$ cat src/include/radio_pkt_pkg.sv
// Shared constants and types for the radio packet FIFO controller and its host
package radio_pkt_pkg;
   localparam int RX_DEPTH = 64;
   localparam logic [6:0] RX_DEPTH_C = 7'h40;
   localparam logic [6:0] RX_LIMIT_OVF = 7'h41;
   localparam logic [7:0] PKT_LEN_VAR_MAX = 8'h3d;
   localparam logic [7:0] PKT_LEN_FIX_MAX = 8'h3e;
   localparam logic LEN_FIXED = 1'b0;
   localparam logic LEN_VARIABLE = 1'b1;
   localparam logic [5:0] GDO_CFG_RX_OVF = 6'h06;
   localparam logic [2:0] BYTE_HALF = 3'h4;
   localparam logic [3:0] IDLE_DUMMY_BITS = 4'hc;
   localparam logic [3:0] TX_LATENCY_BITS = 4'h8;
   localparam int BIT_TIME_NS = 2000;
   localparam int CLK_PERIOD_NS = 50;
   localparam int BIT_CYCLES = BIT_TIME_NS / CLK_PERIOD_NS;
   localparam int FLAG_LO = 3;
   localparam int FLAG_HI = 10;
   localparam int FLAG_W = 8;
   localparam logic [7:0] IRQ_MASK_RST = 8'h00;
   localparam logic [7:0] FALL_EDGE_SEL = 8'hc0;
   localparam logic [7:0] CRC_OK_STAT = 8'h80;
   localparam logic [7:0] LQI_STAT = 8'h00;
   localparam logic [7:0] RSSI_STAT = 8'h00;
   localparam logic [3:0] HREG_CTRL = 4'h0;
   localparam logic [3:0] HREG_TXDATA = 4'h1;
   localparam logic [3:0] HREG_RXDATA = 4'h2;
   localparam logic [3:0] HREG_STATUS = 4'h3;
   localparam logic [3:0] HREG_IRQ_STAT = 4'h4;
   localparam logic [3:0] HREG_IRQ_MASK = 4'h5;
   localparam logic [3:0] HREG_CFG = 4'h6;
   localparam logic [3:0] HREG_CMD = 4'h7;
   localparam int CMD_TX = 0;
   localparam int CMD_IDLE = 1;
   localparam int CMD_RX_FLUSH = 2;
   localparam int CMD_RX = 3;
   typedef enum logic [3:0] {
      RS_IDLE = 4'b0001,
      RS_TX = 4'b0010,
      RS_RX = 4'b0100,
      RS_RX_OVF = 4'b1000
   } radio_state_t;
endpackage

$ cat src/include/radio_pkt_if.sv
// Link between the radio packet FIFO controller and the host processor end
`timescale 1ns/1ps
interface radio_pkt_if;
   logic [7:0] packet_length_limit;
   logic packet_control_zero;
   logic packet_control_one;
   logic modem_config_two;
   logic [5:0] gdo_pin_config;
   logic [7:0] radio_irq_mask;
   logic [7:0] tx_data;
   logic tx_push;
   logic tx_start;
   logic rx_start;
   logic idle_strobe;
   logic rx_flush_strobe;
   logic rx_pop;
   logic irq_clear;
   logic [7:0] irq_clear_bits;
   logic [7:0] rx_data;
   logic rx_valid;
   logic [6:0] rx_count;
   logic [3:0] radio_state;
   logic [7:0] radio_irq_flag;
   logic [7:0] radio_irq_input;
   logic rx_end_input;
   logic rx_alt_input;
   logic gdo_out;
   logic tx_ready;
   logic radio_irq;
   modport dev (
      input packet_length_limit, packet_control_zero, packet_control_one, modem_config_two,
      input gdo_pin_config, radio_irq_mask, tx_data, tx_push, tx_start, rx_start,
      input idle_strobe, rx_flush_strobe, rx_pop, irq_clear, irq_clear_bits,
      output rx_data, rx_valid, rx_count, radio_state, radio_irq_flag, radio_irq_input,
      output rx_end_input, rx_alt_input, gdo_out, tx_ready, radio_irq
   );
   modport host (
      output packet_length_limit, packet_control_zero, packet_control_one, modem_config_two,
      output gdo_pin_config, radio_irq_mask, tx_data, tx_push, tx_start, rx_start,
      output idle_strobe, rx_flush_strobe, rx_pop, irq_clear, irq_clear_bits,
      input rx_data, rx_valid, rx_count, radio_state, radio_irq_flag, radio_irq_input,
      input rx_end_input, rx_alt_input, gdo_out, tx_ready, radio_irq
   );
endinterface

$ cat src/hdl/radio_pkt_dev.sv
// Radio packet handler: TX modulator byte fetch, RX FIFO, flags and overflow
//
// Decided for this implementation: the placing of the registers and the plain strobed port.
`timescale 1ns/1ps
// How it works
// - Variable packet: length, payload, two status
// - Host sets limit 62 in fixed mode
// - Host drains FIFO before 64 bytes
// - Fetch strobe high first half of byte
// - Packet mode leaves TX after last bit
// - Host idles after 12 dummy bits
// - Flags set only on input condition
// - End input sets, clears on first read
// - Append CRC-OK status after packet
// - Over 65 unread bytes means overflow
// - Host recovers by idle then flush
// - Overflow deasserts pin at config 0x06
module radio_pkt_dev (
   input wire logic clk_sys,
   input wire logic rst_n,
   radio_pkt_if.dev bus,
   input wire logic rf_bit_valid,
   input wire logic rf_bit,
   input wire logic rf_crc_ok,
   input wire logic rf_pkt_end,
   output logic tx_bit_valid,
   output logic tx_bit,
   output logic mod_fetch
);
   radio_pkt_pkg::radio_state_t state_r;
   logic [7:0] rx_mem_r [0:radio_pkt_pkg::RX_DEPTH-1];
   logic [5:0] wr_ptr_r, rd_ptr_r;
   logic [6:0] cnt_r;
   logic [7:0] prefetch_r;
   logic prefetch_full_r;
   logic [7:0] tx_hold_r, tx_shift_r;
   logic tx_hold_full_r;
   logic [2:0] tx_bitpos_r;
   logic tx_active_r;
   logic [7:0] tx_left_r;
   logic [5:0] bit_div_r;
   logic bit_en;
   logic [7:0] rx_shift_r;
   logic [2:0] rx_bitpos_r;
   logic [1:0] stat_left_r;
   logic rx_end_r, pkt_end_seen_r;
   logic [7:0] irq_in_r, irq_in_d_r, flag_r;
   logic byte_in;
   logic [7:0] byte_val;
   logic fifo_wr, fifo_rd, go_ovf;
   logic crc_ok_r;

   assign fifo_rd = bus.rx_pop && cnt_r != 7'h00;
   // Bit timing enable for the modulator and fetch strobe; the receiver runs on rf_bit_valid
   assign bit_en = bit_div_r == 6'(radio_pkt_pkg::BIT_CYCLES - 1);
   always_ff @(posedge clk_sys or negedge rst_n) begin
      if (!rst_n) begin
         bit_div_r <= 6'h00;
      end else if (bit_en) begin
         bit_div_r <= 6'h00;
      end else begin
         bit_div_r <= bit_div_r + 6'h01;
      end
   end

   // Radio state; idle strobe ends TX, RX and overflow
   always_ff @(posedge clk_sys or negedge rst_n) begin
      if (!rst_n) begin
         state_r <= radio_pkt_pkg::RS_IDLE;
      end else if (bus.idle_strobe) begin
         state_r <= radio_pkt_pkg::RS_IDLE;
      end else begin
         unique case (state_r)
            radio_pkt_pkg::RS_IDLE: begin
               if (bus.tx_start) begin
                  state_r <= radio_pkt_pkg::RS_TX;
               end else if (bus.rx_start) begin
                  state_r <= radio_pkt_pkg::RS_RX;
               end
            end
            radio_pkt_pkg::RS_TX: begin
               if (bus.modem_config_two && bit_en && tx_active_r && tx_left_r == 8'h00
                   && tx_bitpos_r == 3'h7) begin
                  state_r <= radio_pkt_pkg::RS_IDLE;
               end
            end
            radio_pkt_pkg::RS_RX: begin
               if (go_ovf) begin
                  state_r <= radio_pkt_pkg::RS_RX_OVF;
               end
            end
            radio_pkt_pkg::RS_RX_OVF: begin
            end
         endcase
      end
   end

   // TX holding byte from host; refused while full
   always_ff @(posedge clk_sys or negedge rst_n) begin
      if (!rst_n) begin
         tx_hold_r <= 8'h00;
         tx_hold_full_r <= 1'b0;
      end else if (bus.tx_push && !tx_hold_full_r) begin
         tx_hold_r <= bus.tx_data;
         tx_hold_full_r <= 1'b1;
      end else if (state_r == radio_pkt_pkg::RS_TX && bit_en && tx_bitpos_r == 3'h0) begin
         tx_hold_full_r <= 1'b0;
      end
   end

   // Modulator shifter; packet mode sends length byte or fixed limit count, else dummies after data
   always_ff @(posedge clk_sys or negedge rst_n) begin
      if (!rst_n) begin
         tx_shift_r <= 8'h00;
         tx_bitpos_r <= 3'h0;
         tx_active_r <= 1'b0;
         tx_left_r <= 8'h00;
         tx_bit_valid <= 1'b0;
         tx_bit <= 1'b0;
      end else if (state_r != radio_pkt_pkg::RS_TX) begin
         tx_bitpos_r <= 3'h0;
         tx_active_r <= 1'b0;
         tx_left_r <= bus.packet_length_limit;
         tx_bit_valid <= 1'b0;
      end else if (bit_en) begin
         tx_bit_valid <= 1'b1;
         if (tx_bitpos_r == 3'h0) begin
            tx_shift_r <= tx_hold_full_r ? tx_hold_r : 8'h00;
            tx_bit <= tx_hold_full_r ? tx_hold_r[7] : 1'b0;
            tx_active_r <= 1'b1;
            // First byte sets the count: length byte, or fixed limit less one
            if (!tx_active_r) begin
               tx_left_r <= bus.packet_control_zero ? tx_hold_r
                  : bus.packet_length_limit - 8'h01;
            end else if (tx_left_r != 8'h00) begin
               tx_left_r <= tx_left_r - 8'h01;
            end
         end else begin
            tx_bit <= tx_shift_r[3'h7 - tx_bitpos_r];
         end
         tx_bitpos_r <= tx_bitpos_r + 3'h1;
      end else begin
         tx_bit_valid <= 1'b0;
      end
   end

   // Byte fetch strobe: raised at byte start, dropped at half byte
   always_ff @(posedge clk_sys or negedge rst_n) begin
      if (!rst_n) begin
         mod_fetch <= 1'b0;
      end else if (state_r != radio_pkt_pkg::RS_TX) begin
         mod_fetch <= 1'b0;
      end else if (bit_en) begin
         // assert at start, drop at half
         if (tx_bitpos_r == 3'h0) begin
            mod_fetch <= 1'b1;
         end else if (tx_bitpos_r == radio_pkt_pkg::BYTE_HALF) begin
            mod_fetch <= 1'b0;
         end
      end
   end

   // Receive deserialiser and packet framing with appended status
   always_ff @(posedge clk_sys or negedge rst_n) begin
      if (!rst_n) begin
         rx_shift_r <= 8'h00;
         rx_bitpos_r <= 3'h0;
         stat_left_r <= 2'h0;
         pkt_end_seen_r <= 1'b0;
         crc_ok_r <= 1'b0;
      end else if (state_r != radio_pkt_pkg::RS_RX) begin
         rx_bitpos_r <= 3'h0;
         stat_left_r <= 2'h0;
         pkt_end_seen_r <= 1'b0;
      end else begin
         if (stat_left_r != 2'h0) begin
            stat_left_r <= stat_left_r - 2'h1;
            pkt_end_seen_r <= stat_left_r == 2'h1;
         end else if (rf_bit_valid) begin
            rx_shift_r <= {rx_shift_r[6:0], rf_bit};
            rx_bitpos_r <= rx_bitpos_r + 3'h1;
         end
         if (rf_pkt_end) begin
            crc_ok_r <= rf_crc_ok;
            // two status bytes if packet_control_one, else none; CRC-OK in MSB
            stat_left_r <= bus.packet_control_one ? 2'h2 : 2'h1;
         end else if (stat_left_r == 2'h0 && (!prefetch_full_r || fifo_wr)) begin
            // Held until the final byte leaves the prefetch for the FIFO
            pkt_end_seen_r <= 1'b0;
         end
      end
   end

   // length, payload, then the status bytes
   always_comb begin
      byte_in = 1'b0;
      byte_val = 8'h00;
      if (state_r == radio_pkt_pkg::RS_RX) begin
         if (stat_left_r == 2'h2) begin
            byte_in = 1'b1;
            byte_val = radio_pkt_pkg::RSSI_STAT;
         end else if (stat_left_r == 2'h1) begin
            byte_in = bus.packet_control_one;
            byte_val = (crc_ok_r ? radio_pkt_pkg::CRC_OK_STAT : 8'h00) | radio_pkt_pkg::LQI_STAT;
         end else if (rf_bit_valid && rx_bitpos_r == 3'h7) begin
            byte_in = 1'b1;
            byte_val = {rx_shift_r[6:0], rf_bit};
         end
      end
   end

   // FIFO and prefetch both full on a new byte
   assign go_ovf = byte_in && prefetch_full_r && cnt_r == radio_pkt_pkg::RX_DEPTH_C && !fifo_rd;
   assign fifo_wr = prefetch_full_r && (cnt_r != radio_pkt_pkg::RX_DEPTH_C || fifo_rd);

   // Prefetch byte, then FIFO storage
   always_ff @(posedge clk_sys or negedge rst_n) begin
      if (!rst_n) begin
         prefetch_r <= 8'h00;
         prefetch_full_r <= 1'b0;
      end else if (bus.rx_flush_strobe && state_r != radio_pkt_pkg::RS_RX) begin
         prefetch_full_r <= 1'b0;
      end else if (byte_in && (!prefetch_full_r || fifo_wr)) begin
         prefetch_r <= byte_val;
         prefetch_full_r <= 1'b1;
      end else if (fifo_wr) begin
         prefetch_full_r <= 1'b0;
      end
   end

   always_ff @(posedge clk_sys) begin
      if (fifo_wr) begin
         rx_mem_r[wr_ptr_r] <= prefetch_r;
      end
   end

   always_ff @(posedge clk_sys or negedge rst_n) begin
      if (!rst_n) begin
         wr_ptr_r <= 6'h00;
         rd_ptr_r <= 6'h00;
         cnt_r <= 7'h00;
      end else if (bus.rx_flush_strobe && state_r != radio_pkt_pkg::RS_RX) begin
         wr_ptr_r <= 6'h00;
         rd_ptr_r <= 6'h00;
         cnt_r <= 7'h00;
      end else begin
         wr_ptr_r <= wr_ptr_r + 6'(fifo_wr);
         rd_ptr_r <= rd_ptr_r + 6'(fifo_rd);
         cnt_r <= cnt_r + 7'(fifo_wr) - 7'(fifo_rd);
      end
   end

   // Read data registered one cycle after the pop
   always_ff @(posedge clk_sys or negedge rst_n) begin
      if (!rst_n) begin
         bus.rx_data <= 8'h00;
         bus.rx_valid <= 1'b0;
      end else begin
         bus.rx_data <= fifo_rd ? rx_mem_r[rd_ptr_r] : 8'h00;
         bus.rx_valid <= fifo_rd;
      end
   end

   // end input sets on last byte, clears on first read
   always_ff @(posedge clk_sys or negedge rst_n) begin
      if (!rst_n) begin
         rx_end_r <= 1'b0;
      end else if (pkt_end_seen_r && stat_left_r == 2'h0 && (!prefetch_full_r || fifo_wr)) begin
         rx_end_r <= 1'b1;
      end else if (fifo_rd || bus.rx_flush_strobe) begin
         rx_end_r <= 1'b0;
      end
   end

   // flags follow FIFO-mapped inputs; bits 9 and 10 on falling edge
   always_ff @(posedge clk_sys or negedge rst_n) begin
      if (!rst_n) begin
         irq_in_r <= 8'h00;
         irq_in_d_r <= 8'h00;
         flag_r <= 8'h00;
      end else begin
         irq_in_r <= {rx_end_r, state_r != radio_pkt_pkg::RS_RX_OVF && prefetch_full_r,
            state_r == radio_pkt_pkg::RS_RX_OVF, cnt_r == 7'h00, cnt_r >= 7'h20,
            tx_hold_full_r, state_r == radio_pkt_pkg::RS_TX, state_r == radio_pkt_pkg::RS_RX};
         irq_in_d_r <= irq_in_r;
         // Set wins over a simultaneous clear
         flag_r <= (flag_r & ~(bus.irq_clear ? bus.irq_clear_bits : 8'h00))
            | (radio_pkt_pkg::FALL_EDGE_SEL & irq_in_d_r & ~irq_in_r)
            | (~radio_pkt_pkg::FALL_EDGE_SEL & irq_in_r & ~irq_in_d_r);
      end
   end

   // pin follows overflow inverted at config 0x06
   always_ff @(posedge clk_sys or negedge rst_n) begin
      if (!rst_n) begin
         bus.gdo_out <= 1'b0;
         bus.radio_irq <= 1'b0;
         bus.rx_count <= 7'h00;
         bus.tx_ready <= 1'b0;
         bus.radio_state <= 4'h1;
      end else begin
         bus.gdo_out <= bus.gdo_pin_config == radio_pkt_pkg::GDO_CFG_RX_OVF ?
            state_r != radio_pkt_pkg::RS_RX_OVF : 1'b0;
         bus.radio_irq <= |(flag_r & bus.radio_irq_mask);
         bus.rx_count <= cnt_r;
         bus.tx_ready <= !tx_hold_full_r && !bus.tx_push;
         bus.radio_state <= state_r;
      end
   end

   assign bus.radio_irq_flag = flag_r;
   assign bus.radio_irq_input = irq_in_r;
   assign bus.rx_end_input = rx_end_r;
   assign bus.rx_alt_input = irq_in_r[6];
endmodule

$ cat src/flat_wrapper.sv
// flat-port wrapper written by rule: the top's interface ports become plain ports
module radio_pkt_dev_flat 
  (clk_sys, rst_n, rf_bit_valid, rf_bit, rf_crc_ok, rf_pkt_end, tx_bit_valid, tx_bit, mod_fetch, bus_packet_length_limit, bus_packet_control_zero, bus_packet_control_one, bus_modem_config_two, bus_gdo_pin_config, bus_radio_irq_mask, bus_tx_data, bus_tx_push, bus_tx_start, bus_rx_start, bus_idle_strobe, bus_rx_flush_strobe, bus_rx_pop, bus_irq_clear, bus_irq_clear_bits, bus_rx_data, bus_rx_valid, bus_rx_count, bus_radio_state, bus_radio_irq_flag, bus_radio_irq_input, bus_rx_end_input, bus_rx_alt_input, bus_gdo_out, bus_tx_ready, bus_radio_irq);
  radio_pkt_if bus_i ();
  input wire logic clk_sys;
  input wire logic rst_n;
  input wire logic rf_bit_valid;
  input wire logic rf_bit;
  input wire logic rf_crc_ok;
  input wire logic rf_pkt_end;
  output logic tx_bit_valid;
  output logic tx_bit;
  output logic mod_fetch;
  input wire logic [$bits(bus_i.packet_length_limit)-1:0] bus_packet_length_limit;
  input wire logic [$bits(bus_i.packet_control_zero)-1:0] bus_packet_control_zero;
  input wire logic [$bits(bus_i.packet_control_one)-1:0] bus_packet_control_one;
  input wire logic [$bits(bus_i.modem_config_two)-1:0] bus_modem_config_two;
  input wire logic [$bits(bus_i.gdo_pin_config)-1:0] bus_gdo_pin_config;
  input wire logic [$bits(bus_i.radio_irq_mask)-1:0] bus_radio_irq_mask;
  input wire logic [$bits(bus_i.tx_data)-1:0] bus_tx_data;
  input wire logic [$bits(bus_i.tx_push)-1:0] bus_tx_push;
  input wire logic [$bits(bus_i.tx_start)-1:0] bus_tx_start;
  input wire logic [$bits(bus_i.rx_start)-1:0] bus_rx_start;
  input wire logic [$bits(bus_i.idle_strobe)-1:0] bus_idle_strobe;
  input wire logic [$bits(bus_i.rx_flush_strobe)-1:0] bus_rx_flush_strobe;
  input wire logic [$bits(bus_i.rx_pop)-1:0] bus_rx_pop;
  input wire logic [$bits(bus_i.irq_clear)-1:0] bus_irq_clear;
  input wire logic [$bits(bus_i.irq_clear_bits)-1:0] bus_irq_clear_bits;
  output wire logic [$bits(bus_i.rx_data)-1:0] bus_rx_data;
  output wire logic [$bits(bus_i.rx_valid)-1:0] bus_rx_valid;
  output wire logic [$bits(bus_i.rx_count)-1:0] bus_rx_count;
  output wire logic [$bits(bus_i.radio_state)-1:0] bus_radio_state;
  output wire logic [$bits(bus_i.radio_irq_flag)-1:0] bus_radio_irq_flag;
  output wire logic [$bits(bus_i.radio_irq_input)-1:0] bus_radio_irq_input;
  output wire logic [$bits(bus_i.rx_end_input)-1:0] bus_rx_end_input;
  output wire logic [$bits(bus_i.rx_alt_input)-1:0] bus_rx_alt_input;
  output wire logic [$bits(bus_i.gdo_out)-1:0] bus_gdo_out;
  output wire logic [$bits(bus_i.tx_ready)-1:0] bus_tx_ready;
  output wire logic [$bits(bus_i.radio_irq)-1:0] bus_radio_irq;
  assign bus_i.packet_length_limit = bus_packet_length_limit;
  assign bus_i.packet_control_zero = bus_packet_control_zero;
  assign bus_i.packet_control_one = bus_packet_control_one;
  assign bus_i.modem_config_two = bus_modem_config_two;
  assign bus_i.gdo_pin_config = bus_gdo_pin_config;
  assign bus_i.radio_irq_mask = bus_radio_irq_mask;
  assign bus_i.tx_data = bus_tx_data;
  assign bus_i.tx_push = bus_tx_push;
  assign bus_i.tx_start = bus_tx_start;
  assign bus_i.rx_start = bus_rx_start;
  assign bus_i.idle_strobe = bus_idle_strobe;
  assign bus_i.rx_flush_strobe = bus_rx_flush_strobe;
  assign bus_i.rx_pop = bus_rx_pop;
  assign bus_i.irq_clear = bus_irq_clear;
  assign bus_i.irq_clear_bits = bus_irq_clear_bits;
  assign bus_rx_data = bus_i.rx_data;
  assign bus_rx_valid = bus_i.rx_valid;
  assign bus_rx_count = bus_i.rx_count;
  assign bus_radio_state = bus_i.radio_state;
  assign bus_radio_irq_flag = bus_i.radio_irq_flag;
  assign bus_radio_irq_input = bus_i.radio_irq_input;
  assign bus_rx_end_input = bus_i.rx_end_input;
  assign bus_rx_alt_input = bus_i.rx_alt_input;
  assign bus_gdo_out = bus_i.gdo_out;
  assign bus_tx_ready = bus_i.tx_ready;
  assign bus_radio_irq = bus_i.radio_irq;
  radio_pkt_dev u_core (.clk_sys(clk_sys), .rst_n(rst_n), .bus(bus_i), .rf_bit_valid(rf_bit_valid), .rf_bit(rf_bit), .rf_crc_ok(rf_crc_ok), .rf_pkt_end(rf_pkt_end), .tx_bit_valid(tx_bit_valid), .tx_bit(tx_bit), .mod_fetch(mod_fetch));
endmodule
$ cat config.mk
export PLATFORM = sky130hd
export DESIGN_NAME = radio_pkt_dev_flat
export DESIGN_NICKNAME = d
export VERILOG_FILES = /design/src/include/radio_pkt_pkg.sv /design/src/include/radio_pkt_if.sv /design/src/hdl/radio_pkt_dev.sv /design/src/flat_wrapper.sv
export SDC_FILE = /design/constraint.sdc
export NUM_CORES = 1
export LEC_CHECK = 0
export ABC_AREA = 0
export BUFFER_PORTS_ARGS = -buffer_cell sky130_fd_sc_hd__buf_2
export CAP_MARGIN = 30
export CORE_AREA = 5 5 278 280
export CTS_CLUSTER_DIAMETER = 50
export CTS_CLUSTER_SIZE = 30
export DETAILED_ROUTE_END_ITERATION = 7
export DIE_AREA = 0 0 283 285
export PLACE_DENSITY_LB_ADDON = 0.05
export RECOVER_POWER = 25
export SLEW_MARGIN = 0
export SYNTH_ARGS = -nofsm -noshare
export SYNTH_HDL_FRONTEND = slang
export SYNTH_SLANG_ARGS = --single-unit
$ cat constraint.sdc
create_clock -name clk_sys -period 3.5 [get_ports clk_sys]
set_clock_uncertainty 0.1 [all_clocks]
set_input_delay 0.7 -clock clk_sys [delete_from_list [all_inputs] [get_ports clk_sys]]
set_output_delay 0.7 -clock clk_sys [all_outputs]
set_load 0.05 [all_outputs]
After elaboration in Yosys (flattened, before gate mapping)
Memory sizes are Yosys's and may differ from the RTL's.
Cells that the tools add are included.

storage, ports and cells
  flip-flop bits (word level) = 132
  input port bits = 54
  RAM bits = 512
  logic and storage cells = 198
  memories = 1
  bits in read-only memories = 0
  latch bits = 0
  output and inout port bits = 44

operators by class
  $mul = 0
  add/subtract/negate cells = 11
  reductions and logical operators = 54
  shifts and indexed selects = 0
  eq/ne operators = 21
  $lt $le $gt $ge = 2
  bitwise operators = 13
  div/mod/pow operators = 0
  mux-type cells = 64

memory list
  name             words  width  rd ports  clocked after Yosys merged registers in  wr ports  RTL line             source
  u_core.rx_mem_r  64     8      1         0                                        1         radio_pkt_dev.sv:31  logic [7:0] rx_mem_r [0:radio_pkt_pkg::RX_DEPTH-1];

operators with widths
  operator                                                             number
  8-bit two-way mux                                                    14
  1-bit two-way mux                                                    30
  8-bit AND                                                            3
  8-bit inverter                                                       3
  1-bit logical AND                                                    20
  4-bit two-way mux                                                    5
  6-bit two-way mux                                                    3
  8-bit bitwise OR                                                     2
  8-bit by 1-bit subtractor with 8-bit output (second input constant)  2
  3-bit two-way mux                                                    5
  6-bit by 1-bit adder with 6-bit output                               2
  4-bit one-hot mux with 3 select lines                                1
  2-bit AND reduction                                                  6
  2-bit nonzero test                                                   6
  3-bit equality test (second input constant)                          3
  3-bit AND reduction                                                  3
  3-bit nonzero test                                                   3
  6-bit by 8-bit AND with 8-bit output                                 1
  8-bit logical NOT                                                    1
  2-bit two-way mux                                                    4
  4-bit != test (second input constant)                                2
  8-bit nonzero test                                                   1
  8-bit OR reduction                                                   1
  7-bit by 1-bit adder with 7-bit output                               1
  other kinds (33)                                                     43

Depth between registers and ports, before layout
Gate-level depths: netlist (run 1).

  depth in word-level cells = 12
  mapped depth = 13

Worst setup path after synthesis (run 1)
Ideal clock, no wire load.

  path type = reg2reg
  from = register u_core.cnt_r[2]
  to = register u_core.cnt_r[6]
  data arrival time = 2.647 ns
  setup time = 0.126 ns
  cell stages (with the launch flop) = 14
  required time = 3.274 ns
  period minus slack after synthesis = 2.872 ns
  path slack = 0.628 ns
  path through = dfrtp_1 inv_1 ha_1 nor4b_1 a21boi_1 ha_1 inv_1 ha_1 fa_1 a21oi_1 o21bai_1 a21oi_1 o21bai_1 mux2i_1

between the ends
  word-level cells in the longest chain between the ends = 7

ends and longest elaborated chain
  item                                             RTL line              source
  from (decl)                                      radio_pkt_dev.sv:33   logic [6:0] cnt_r;
  from (signal assigned)                           radio_pkt_dev.sv:249  cnt_r <= cnt_r + 7'(fifo_wr) - 7'(fifo_rd);
  7-bit nonzero test (*)                           radio_pkt_dev.sv:53   assign fifo_rd = bus.rx_pop && cnt_r != 7'h00;
  1-bit logical AND (*)                            radio_pkt_dev.sv:53
  net u_core.fifo_rd                               radio_pkt_dev.sv:50   logic fifo_wr, fifo_rd, go_ovf;
  1-bit logical OR                                 radio_pkt_dev.sv:214  assign fifo_wr = prefetch_full_r && (cnt_r != radio_pkt_pkg::RX_DEPTH_C || fifo_rd);
  1-bit logical AND                                radio_pkt_dev.sv:214
  7-bit by 1-bit adder with 7-bit output           radio_pkt_dev.sv:249
  7-bit by 1-bit subtractor with 7-bit output (*)  radio_pkt_dev.sv:249
  7-bit two-way mux (*)                            radio_pkt_dev.sv:242  end else if (bus.rx_flush_strobe && state_r != radio_pkt_pkg::RS_RX) begin

The timed path passes the listed nets; every way through them passes the cells marked *.
A chain may end at the register's enable or synchronous reset.

Final worst setup path (run 1)
Ends and elaborated chain as after synthesis.

==> flow_metrics.tcl, run 1 <==
set metrics [dict create \
    clk-insertion-delay-late_ns 0.60 \
    synth_top_family_by_area "multiplexers" \
    cts.path.max_buffers 3 \
    drt_pre_antenna_iters 4 \
    critPathCaptureType "flop" \
    totalNegativeSetupSlack_ns 0 \
    route.detailed.wl_per_inst_um 24.6 \
    globalRouteTotalUtil_pct 16.7 \
    outcome "finished with violations" \
    antenna_violating_nets_post_route 0 \
    synth_top_area_cell "edfxtp_1" \
    grt_overflow_total 0 \
    synthDominantCellAreaShare_pct 59.5 \
    fin_hold_ws_ns 0.152 \
    cp-start-kind "flop" \
    timing.setup.critical_path_class "flop to flop" \
    crit_path_cell_trace "inv_1 > ha_1 > nor4b_1 > a21boi_1 > ha_1 > inv_1 > ha_1 > fa_1 > a21oi_1 > o21bai_1 > a21oi_1 > o21bai_1 > mux2i_1" \
    synthesized_instance_count 1469 \
    initial_util_pct 34.8 \
    ir_worst_vdd_uv 495 \
    min_path_cells 2 \
    synthesis.yosys.warnings 0 \
    top_reg_cell_synth "edfxtp_1" \
    drt-initial-drc-count 953 \
    timing_worst_slew_pin_value_ns 2.31 \
    syn_area_um2 25800 \
    yosys.cell_types.count 71 \
    proportion_of_layout_cells_with_a_drive_suffix_above_1_pct 30.0 \
    achievable-frequency_ghz 0.332 \
    synth-compound-area-share_pct 3.85 \
    synth_enable_flop_cells 512 \
    post_synth_main_area_contributors "edfxtp_1 60%, dfrtp_1 13%, mux4_2 12%, nor2_1 1.7%, ha_1 1.3%" \
    finalNetCount 1780 \
    timing.critical_path.slowest_cell_delay_ns 0.44 \
    violated_checks "capacitance limit, slew limit" \
    routed_via_density 5.06 \
    detailroute.via_count 13800 \
    detailedPlace.worstSlack_ns 0.474 \
    placement.cell_area_um2 28200 \
    post-place-cells 2583 \
    dieWidth_um 283 \
    detailed_place_hpwl_mm 43.9 \
    max-cap-violations 3 \
    timing.final.setup_violations 0 \
    core_um2 74200 \
    floorplan.rows 100 \
    power.static_leakage_nw 11.4 \
    critical_path_required_ns 3.88 \
    worst_hold_path.endpoint "u_core.bus.gdo_out" \
    postCtsSetupBuffers 0 \
    yosys.area_share.adder_pct 1.39 \
    critPathSlowestCell "fa_1" \
    finalHoldViolCount 0 \
    number_of_hold_buffers_added_after_cts 0 \
    timing.reg2reg.setup_slack_ns 0.49 \
    period_utilization_pct 86.1 \
    ys_seq_elements 644 \
    timing.slew.headroom_pct -54.1 \
    grt_antenna_before_repair 0 \
    min-delay-start "bus_gdo_pin_config[4]" \
    worstPathMaxFanout 3 \
    cts_tree "done" \
    clk_pin_slew_ns 0.07 \
    drc 0 \
    worst_slack_ns 0.486 \
    unrepaired_setup_endpoints_after_global_routing "false" \
    register_area_um2 18700 \
    fill_cells 6694 \
    post_synth.cell_area_avg_um2 17.6 \
    power.density_nw_per_um2 662 \
    grt_max_degree 71 \
    first_global_vias 14800 \
    mostFrequentLayoutCells "512 x edfxtp_1, 133 x mux4_2, 122 x dfrtp_1, 117 x nor2_1, 104 x buf_4" \
    routed_wirelength_mm 67.1 \
    multi_input_gate_area_um2 6670 \
    post_layout_cell_count 2734 \
    min-delay-path-class "input pin to flop" \
    critical_path_arrival_ns 3.39 \
    layout.cell_area.non_filler_um2 30900 \
    r2r_end "u_core.cnt_r[6]" \
    cts.sinks 644 \
    r2r.worst_path.cells 13 \
    critical_r2r_launch "u_core.cnt_r[2]" \
    flow.area_growth_from_synthesis_pct 19.8 \
    yosys.area_share.simple_pct 6.42 \
    final_max_slew_viol_count 147 \
    antenna-diode-count 0 \
    final_common_cell "edfxtp_1" \
    design.die.area_um2 80700 \
    io-pin-count 98 \
    io_buffer_count 97 \
    finalWorstPathRequiredPeriod_ns 3.01 \
    synth-xor-area-share_pct 0.780 \
    muxShareOfSynthArea_pct 13.4 \
    cts_buffers 81 \
    gp_routability_congestion 0.811 \
    fraction_of_synthesis_flops_using_an_asynchronous_set_or_reset_pin_pct 20.5 \
    critPathMostFrequentCell "ha_1" \
    htree_num_levels 3 \
    wire_length_of_the_first_global_routing_pass_mm 101 \
    post_cts.resized_instances 0 \
    yosysSeqAreaShare_pct 72.3 \
    cts.root.buffer_cell "clkbuf_16" \
    fp.dieH_um 285 \
    synth_fp_nets 1551 \
]
==> sequential cells by signal, indices dropped and copies added (netlist names), 8 cells and up <==
signal and cells:
u_core.irq_in_d_r 8, u_core.bus.rx_data 8, u_core.bus.radio_irq_input 8, u_core.rx_mem_r 512
u_core.tx_hold_r 8, u_core.bus.radio_irq_flag 8, u_core.prefetch_r 8, u_core.tx_left_r 8
u_core.tx_shift_r 8
==> logic make-up (layout without fill, tap and decap cells) <==
| logic type | Yosys count | after routing |
|---|---|---|
| buffers and inverters | 108 | 404 |
| XOR/XNOR | 23 | 23 |
| adder cells (fa/ha/maj) | 28 | 28 |
| multiplexers | 176 | 176 |
| AO/OA/AOI/OAI | 154 | 154 |
| AND/OR/NAND/NOR | 336 | 336 |
| flip-flops | 644 | 644 |
==> where the power goes <==
part / internal (W) / switching, W
Combinational: 0.00123 / 0.00189
Clock: 0.00509 / 0.00350
Sequential: 0.00846 / 0.000335
Total: 0.0148 / 0.00573
==> Yosys cell counts (9+ instances only) <==
master / number
edfxtp_1: 512
inv_1: 40
buf_2: 20
o22ai_1: 17
mux2_2: 26
nor2_1: 117
o21ai_0: 48
ha_1: 27
buf_4: 9
mux4_2: 133
nor2b_1: 12
mux2i_1: 17
nand2_1: 79
xnor2_1: 12
and2_1: 12
nand3_1: 32
nand2b_1: 18
xor2_1: 11
dfrtp_1: 130
a21oi_1: 28
a22oi_1: 10
clkbuf_1: 28
==> area by class of cell <==
cell class / count / area share [%]
Timing Repair Buffer: 212 / 4.50
Clock buffer: 93 / 7.07
Multi-Input combinational cell: 717 / 21.5
Clock inverter: 57 / 2.05
Sequential cell: 644 / 60.4
Inverter: 42 / 0.509
Tap cell: 969 / 3.92
==> through the flow <==
| step | total power, W | utilization (%) |
|---|---|---|
| after floorplan | 0.0111 | - |
| after global placement | 0.0122 | 38.0 |
| after detailed placement | 0.0122 | 38.0 |
| after CTS | 0.0209 | 41.8 |
| after global routing | 0.0214 | 41.7 |
| final | 0.0205 | 41.7 |
==> worst max-delay path by stage <==
stage	slack, ns	endpoint	start
after floorplan	0.63	u_core.cnt_r[6]	u_core.cnt_r[2]
after global placement	0.48	u_core.cnt_r[6]	u_core.cnt_r[3]
after detailed placement	0.47	u_core.cnt_r[6]	u_core.cnt_r[2]
after CTS	0.45	u_core.cnt_r[6]	u_core.cnt_r[2]
after global routing	0.19	u_core.cnt_r[6]	u_core.cnt_r[2]
final	0.49	u_core.cnt_r[6]	u_core.cnt_r[2]
==> metal layers <==
metal  vias up  track usage [%]  part of all wire (%)
li1       6225                -                     -
met1      7177             23.3                    45
met2       347             27.0                    48
met3        86             3.31                   5.0
met4         0             4.55                   2.1
met5         -                0                     0
==> critical path: cells and delay by family (launching register included) <==
family	cells	cell delay, ns
and+or+nand+nor	1	0.37
DFF	1	0.41
adders and majority gates	4	1.10
AOI/OAI and AO/OA	5	0.67
muxes	1	0.12
buffers and inverters	2	0.13
No activity file was read; power rests on OpenSTA's default activity.
==> run 2: changes to the inputs <==
--- a/config.mk
+++ b/config.mk
@@ -5,14 +5,14 @@
 export SDC_FILE = /design/constraint.sdc
 export NUM_CORES = 1
 export LEC_CHECK = 0
-export ABC_AREA = 0
+export ABC_AREA = 1
 export BUFFER_PORTS_ARGS = -buffer_cell sky130_fd_sc_hd__buf_2
 export CAP_MARGIN = 30
-export CORE_AREA = 5 5 278 280
+export CORE_AREA = 5 5 283 285
 export CTS_CLUSTER_DIAMETER = 50
 export CTS_CLUSTER_SIZE = 30
 export DETAILED_ROUTE_END_ITERATION = 7
-export DIE_AREA = 0 0 283 285
+export DIE_AREA = 0 0 288 290
 export PLACE_DENSITY_LB_ADDON = 0.05
 export RECOVER_POWER = 25
 export SLEW_MARGIN = 0
==> run 2 against run 1 <==
The run still ends with capacitance limit, slew limit left. Critical path depth did not move. Via count is 30% higher. Register-to-register slack improved by 0.17 ns. Critical path type unchanged. Setup slack improved by 0.17 ns. Hold slack worse by 0.022 ns. Critical endpoint unchanged. First-iteration DRC count rose by 23%.
==> flow_metrics.tcl, run 2 <==
set metrics [dict create \
    post_synth_main_area_contributors "edfxtp_1 57%, dfrtp_1 12%, nand2_1 10%, nand3_1 8.1%, nor2_1 1.9%" \
    largest_register_by_flop_count "u_core.rx_mem_r" \
    post_cts.resized_instances 0 \
    fp.dieH_um 290 \
    finalHoldViolCount 0 \
    outcome "finished with violations" \
    power.density_nw_per_um2 722 \
    achievable-frequency_ghz 0.351 \
    cts_buffers 84 \
    syn_area_um2 26800 \
    timing_worst_slew_pin_value_ns 1.69 \
    synthesized_instance_count 2413 \
    mostFrequentLayoutCells "750 x nand2_1, 512 x edfxtp_1, 431 x nand3_1, 135 x nor2_1, 125 x dfrtp_1" \
    flow.area_growth_from_synthesis_pct 17.4 \
    power.static_leakage_nw 12.8 \
    initial_util_pct 34.8 \
    yosys.cell_types.count 50 \
    timing.slew.headroom_pct -12.6 \
    synth_top_area_cell "edfxtp_1" \
    synth_top_cells_by_count "749 x nand2_1, 512 x edfxtp_1, 431 x nand3_1" \
    finalNetCount 2625 \
    clk-insertion-delay-late_ns 0.63 \
    synthDominantCellAreaShare_pct 57.4 \
    worstPathMaxFanout 3 \
    largest_reg_flops 512 \
    drt_pre_antenna_iters 5 \
    detailed_place_hpwl_mm 47.6 \
    design.die.area_um2 83500 \
    critical_path_arrival_ns 3.25 \
    routed_via_density 4.91 \
    critical_path_required_ns 3.90 \
    grt_overflow_total 0 \
    detailroute.via_count 17900 \
    period_utilization_pct 81.3 \
    cts_tree "done" \
    crit_path_cell_trace "inv_1 > ha_1 > nand4_1 > nor3_1 > nor2_2 > ha_1 > fa_1 > nand3_1 > nand3_1 > a21oi_1 > o21bai_1 > xor2_1 > nor2_1" \
    yosysSeqAreaShare_pct 69.7 \
    timing.final.setup_violations 0 \
    routed_wirelength_mm 75.9 \
    critPathSlowestCell "fa_1" \
    cts.root.buffer_cell "clkbuf_16" \
    proportion_of_layout_cells_with_a_drive_suffix_above_1_pct 12.8 \
    timing.reg2reg.setup_slack_ns 0.65 \
    cts.path.max_buffers 3 \
    fill_cells 7526 \
    route.detailed.wl_per_inst_um 20.8 \
    finalWorstPathRequiredPeriod_ns 2.85 \
    gp_routability_congestion 0.821 \
    synthMostInstantiatedCell "nand2_1" \
    cts.sinks 644 \
    htree_num_levels 3 \
    max-cap-violations 2 \
    final_max_slew_viol_count 63 \
    ir_worst_vdd_uv 601 \
    grt_max_degree 129 \
    timing.critical_path.slowest_cell_delay_ns 0.44 \
    grt_antenna_before_repair 0 \
    io_buffer_count 97 \
    synth_enable_flop_cells 512 \
    dieWidth_um 288 \
    fraction_of_synthesis_flops_using_an_asynchronous_set_or_reset_pin_pct 20.5 \
    final_common_cell "nand2_1" \
    post_synth.cell_area_avg_um2 11.1 \
    antenna-diode-count 0 \
    clk_pin_slew_ns 0.06 \
    synthesis.yosys.warnings 0 \
    first_global_vias 18400 \
    io-pin-count 98 \
    drc 0 \
    timing.setup.critical_path_class "flop to flop" \
    wire_length_of_the_first_global_routing_pass_mm 115 \
    critPathCaptureType "flop" \
    violated_checks "capacitance limit, slew limit" \
    ys_seq_elements 644 \
    unrepaired_setup_endpoints_after_global_routing "false" \
    floorplan.rows 102 \
    min-delay-path-class "input pin to flop" \
    globalRouteTotalUtil_pct 18.0 \
    core_um2 77100 \
    cp-start-kind "flop" \
    drt-initial-drc-count 1173 \
    top_reg_cell_synth "edfxtp_1" \
    antenna_violating_nets_post_route 0 \
    synth_fp_nets 2495 \
    totalNegativeSetupSlack_ns 0 \
    post-layout-total-power_w 0.0227 \
]
run 2: changes by cell type after synthesis, moves of 16 or more:
| cell | change |
|---|---|
| a21oi_1 | +20 |
| mux2i_1 | -16 |
| nand2_1 | +670 |
| nand2b_1 | -18 |
| mux2_2 | -20 |
| nor2_1 | +18 |
| nand3_1 | +399 |
| buf_2 | +44 |
| mux4_2 | -133 |
| inv_1 | +50 |
run 2: power breakdown:
part | switching (W) | leakage (nW) | internal [W]
Sequential | 0.000328 | 7.23 | 0.00854
Clock | 0.00363 | 1.40 | 0.00523
Combinational | 0.00368 | 4.13 | 0.00132
run 2: final timing paths:
path | endpoint | depth (start not counted) | from
max | u_core.cnt_r[6] | 13 | u_core.cnt_r[4]
min | u_core.bus.gdo_out | 2 | bus_gdo_pin_config[5]
max reg2reg | u_core.cnt_r[6] | 13 | u_core.cnt_r[4]
min reg2reg | u_core.bus.rx_count[0] | 0 | u_core.cnt_r[0]
max in group asynchronous | u_core.rd_ptr_r[1] | 3 | rst_n
min in group asynchronous | u_core.tx_hold_r[3] | 2 | rst_n
run 2: worst max-delay path, delay by kind of cell (launching register included):
kind	cells	cell delay, ns
AOI/OAI and AO/OA	2	0.24
adders and majority gates	3	0.86
xor gates and xnor gates	1	0.14
buffers and inverters	1	0.11
DFF	1	0.40
and+or+nand+nor	6	0.87
run 2: final cells by class:
| cell class | instances | area, um^2 | area share [%] |
|---|---|---|---|
| Inverter | 100 | 384 | 1.22 |
| Sequential cell | 644 | 18700 | 59.4 |
| Tap cell | 1040 | 1300 | 4.14 |
| Timing Repair Buffer | 164 | 1090 | 3.46 |
| Clock buffer | 88 | 2120 | 6.73 |
| Multi-Input combinational cell | 1549 | 7080 | 22.5 |
| Clock inverter | 68 | 795 | 2.53 |
run 2: logic make-up (layout without fill, tap and decap cells):
logic type | after synthesis | count (layout) | share of synthesized area (%)
simple gates | 1352 | 1352 | 21.4
flops | 644 | 644 | 69.7
buf+inv | 220 | 420 | 3.77
compound gates | 157 | 157 | 3.30
fa+ha+maj | 28 | 28 | 1.34
mux | 7 | 7 | 0.290
xor+xnor | 5 | 5 | 0.163
run 2: layer usage:
layer / GRT usage (%) / up-vias / routed length [um]
met5: 0 / - / 0
met4: 4.86 / 0 / 1530
met3: 2.65 / 115 / 3430
met2: 29.7 / 373 / 36400
met1: 25.1 / 8797 / 34600
li1: - / 8641 / -
run 2: through the flow:
stage	hold WS [ns]	setup WS, ns	util [%]	cell area (um^2)	std cells
floorplan	0.254	0.899	-	26800	2413
CTS	0.0821	0.577	40.9	31500	3653
finish	0.129	0.654	40.8	31500	3653
detailed placement	0.274	0.580	37.1	28600	3496
global placement	0.262	0.587	37.1	28600	3496
global route	0.123	0.359	40.8	31500	3653
run 2: what timing repair did:
action / 4_1_cts / 5_1_grt
hold buffers: 1 / 0
hold endpoints to repair: 47 / 0
setup buffers: 0 / 0
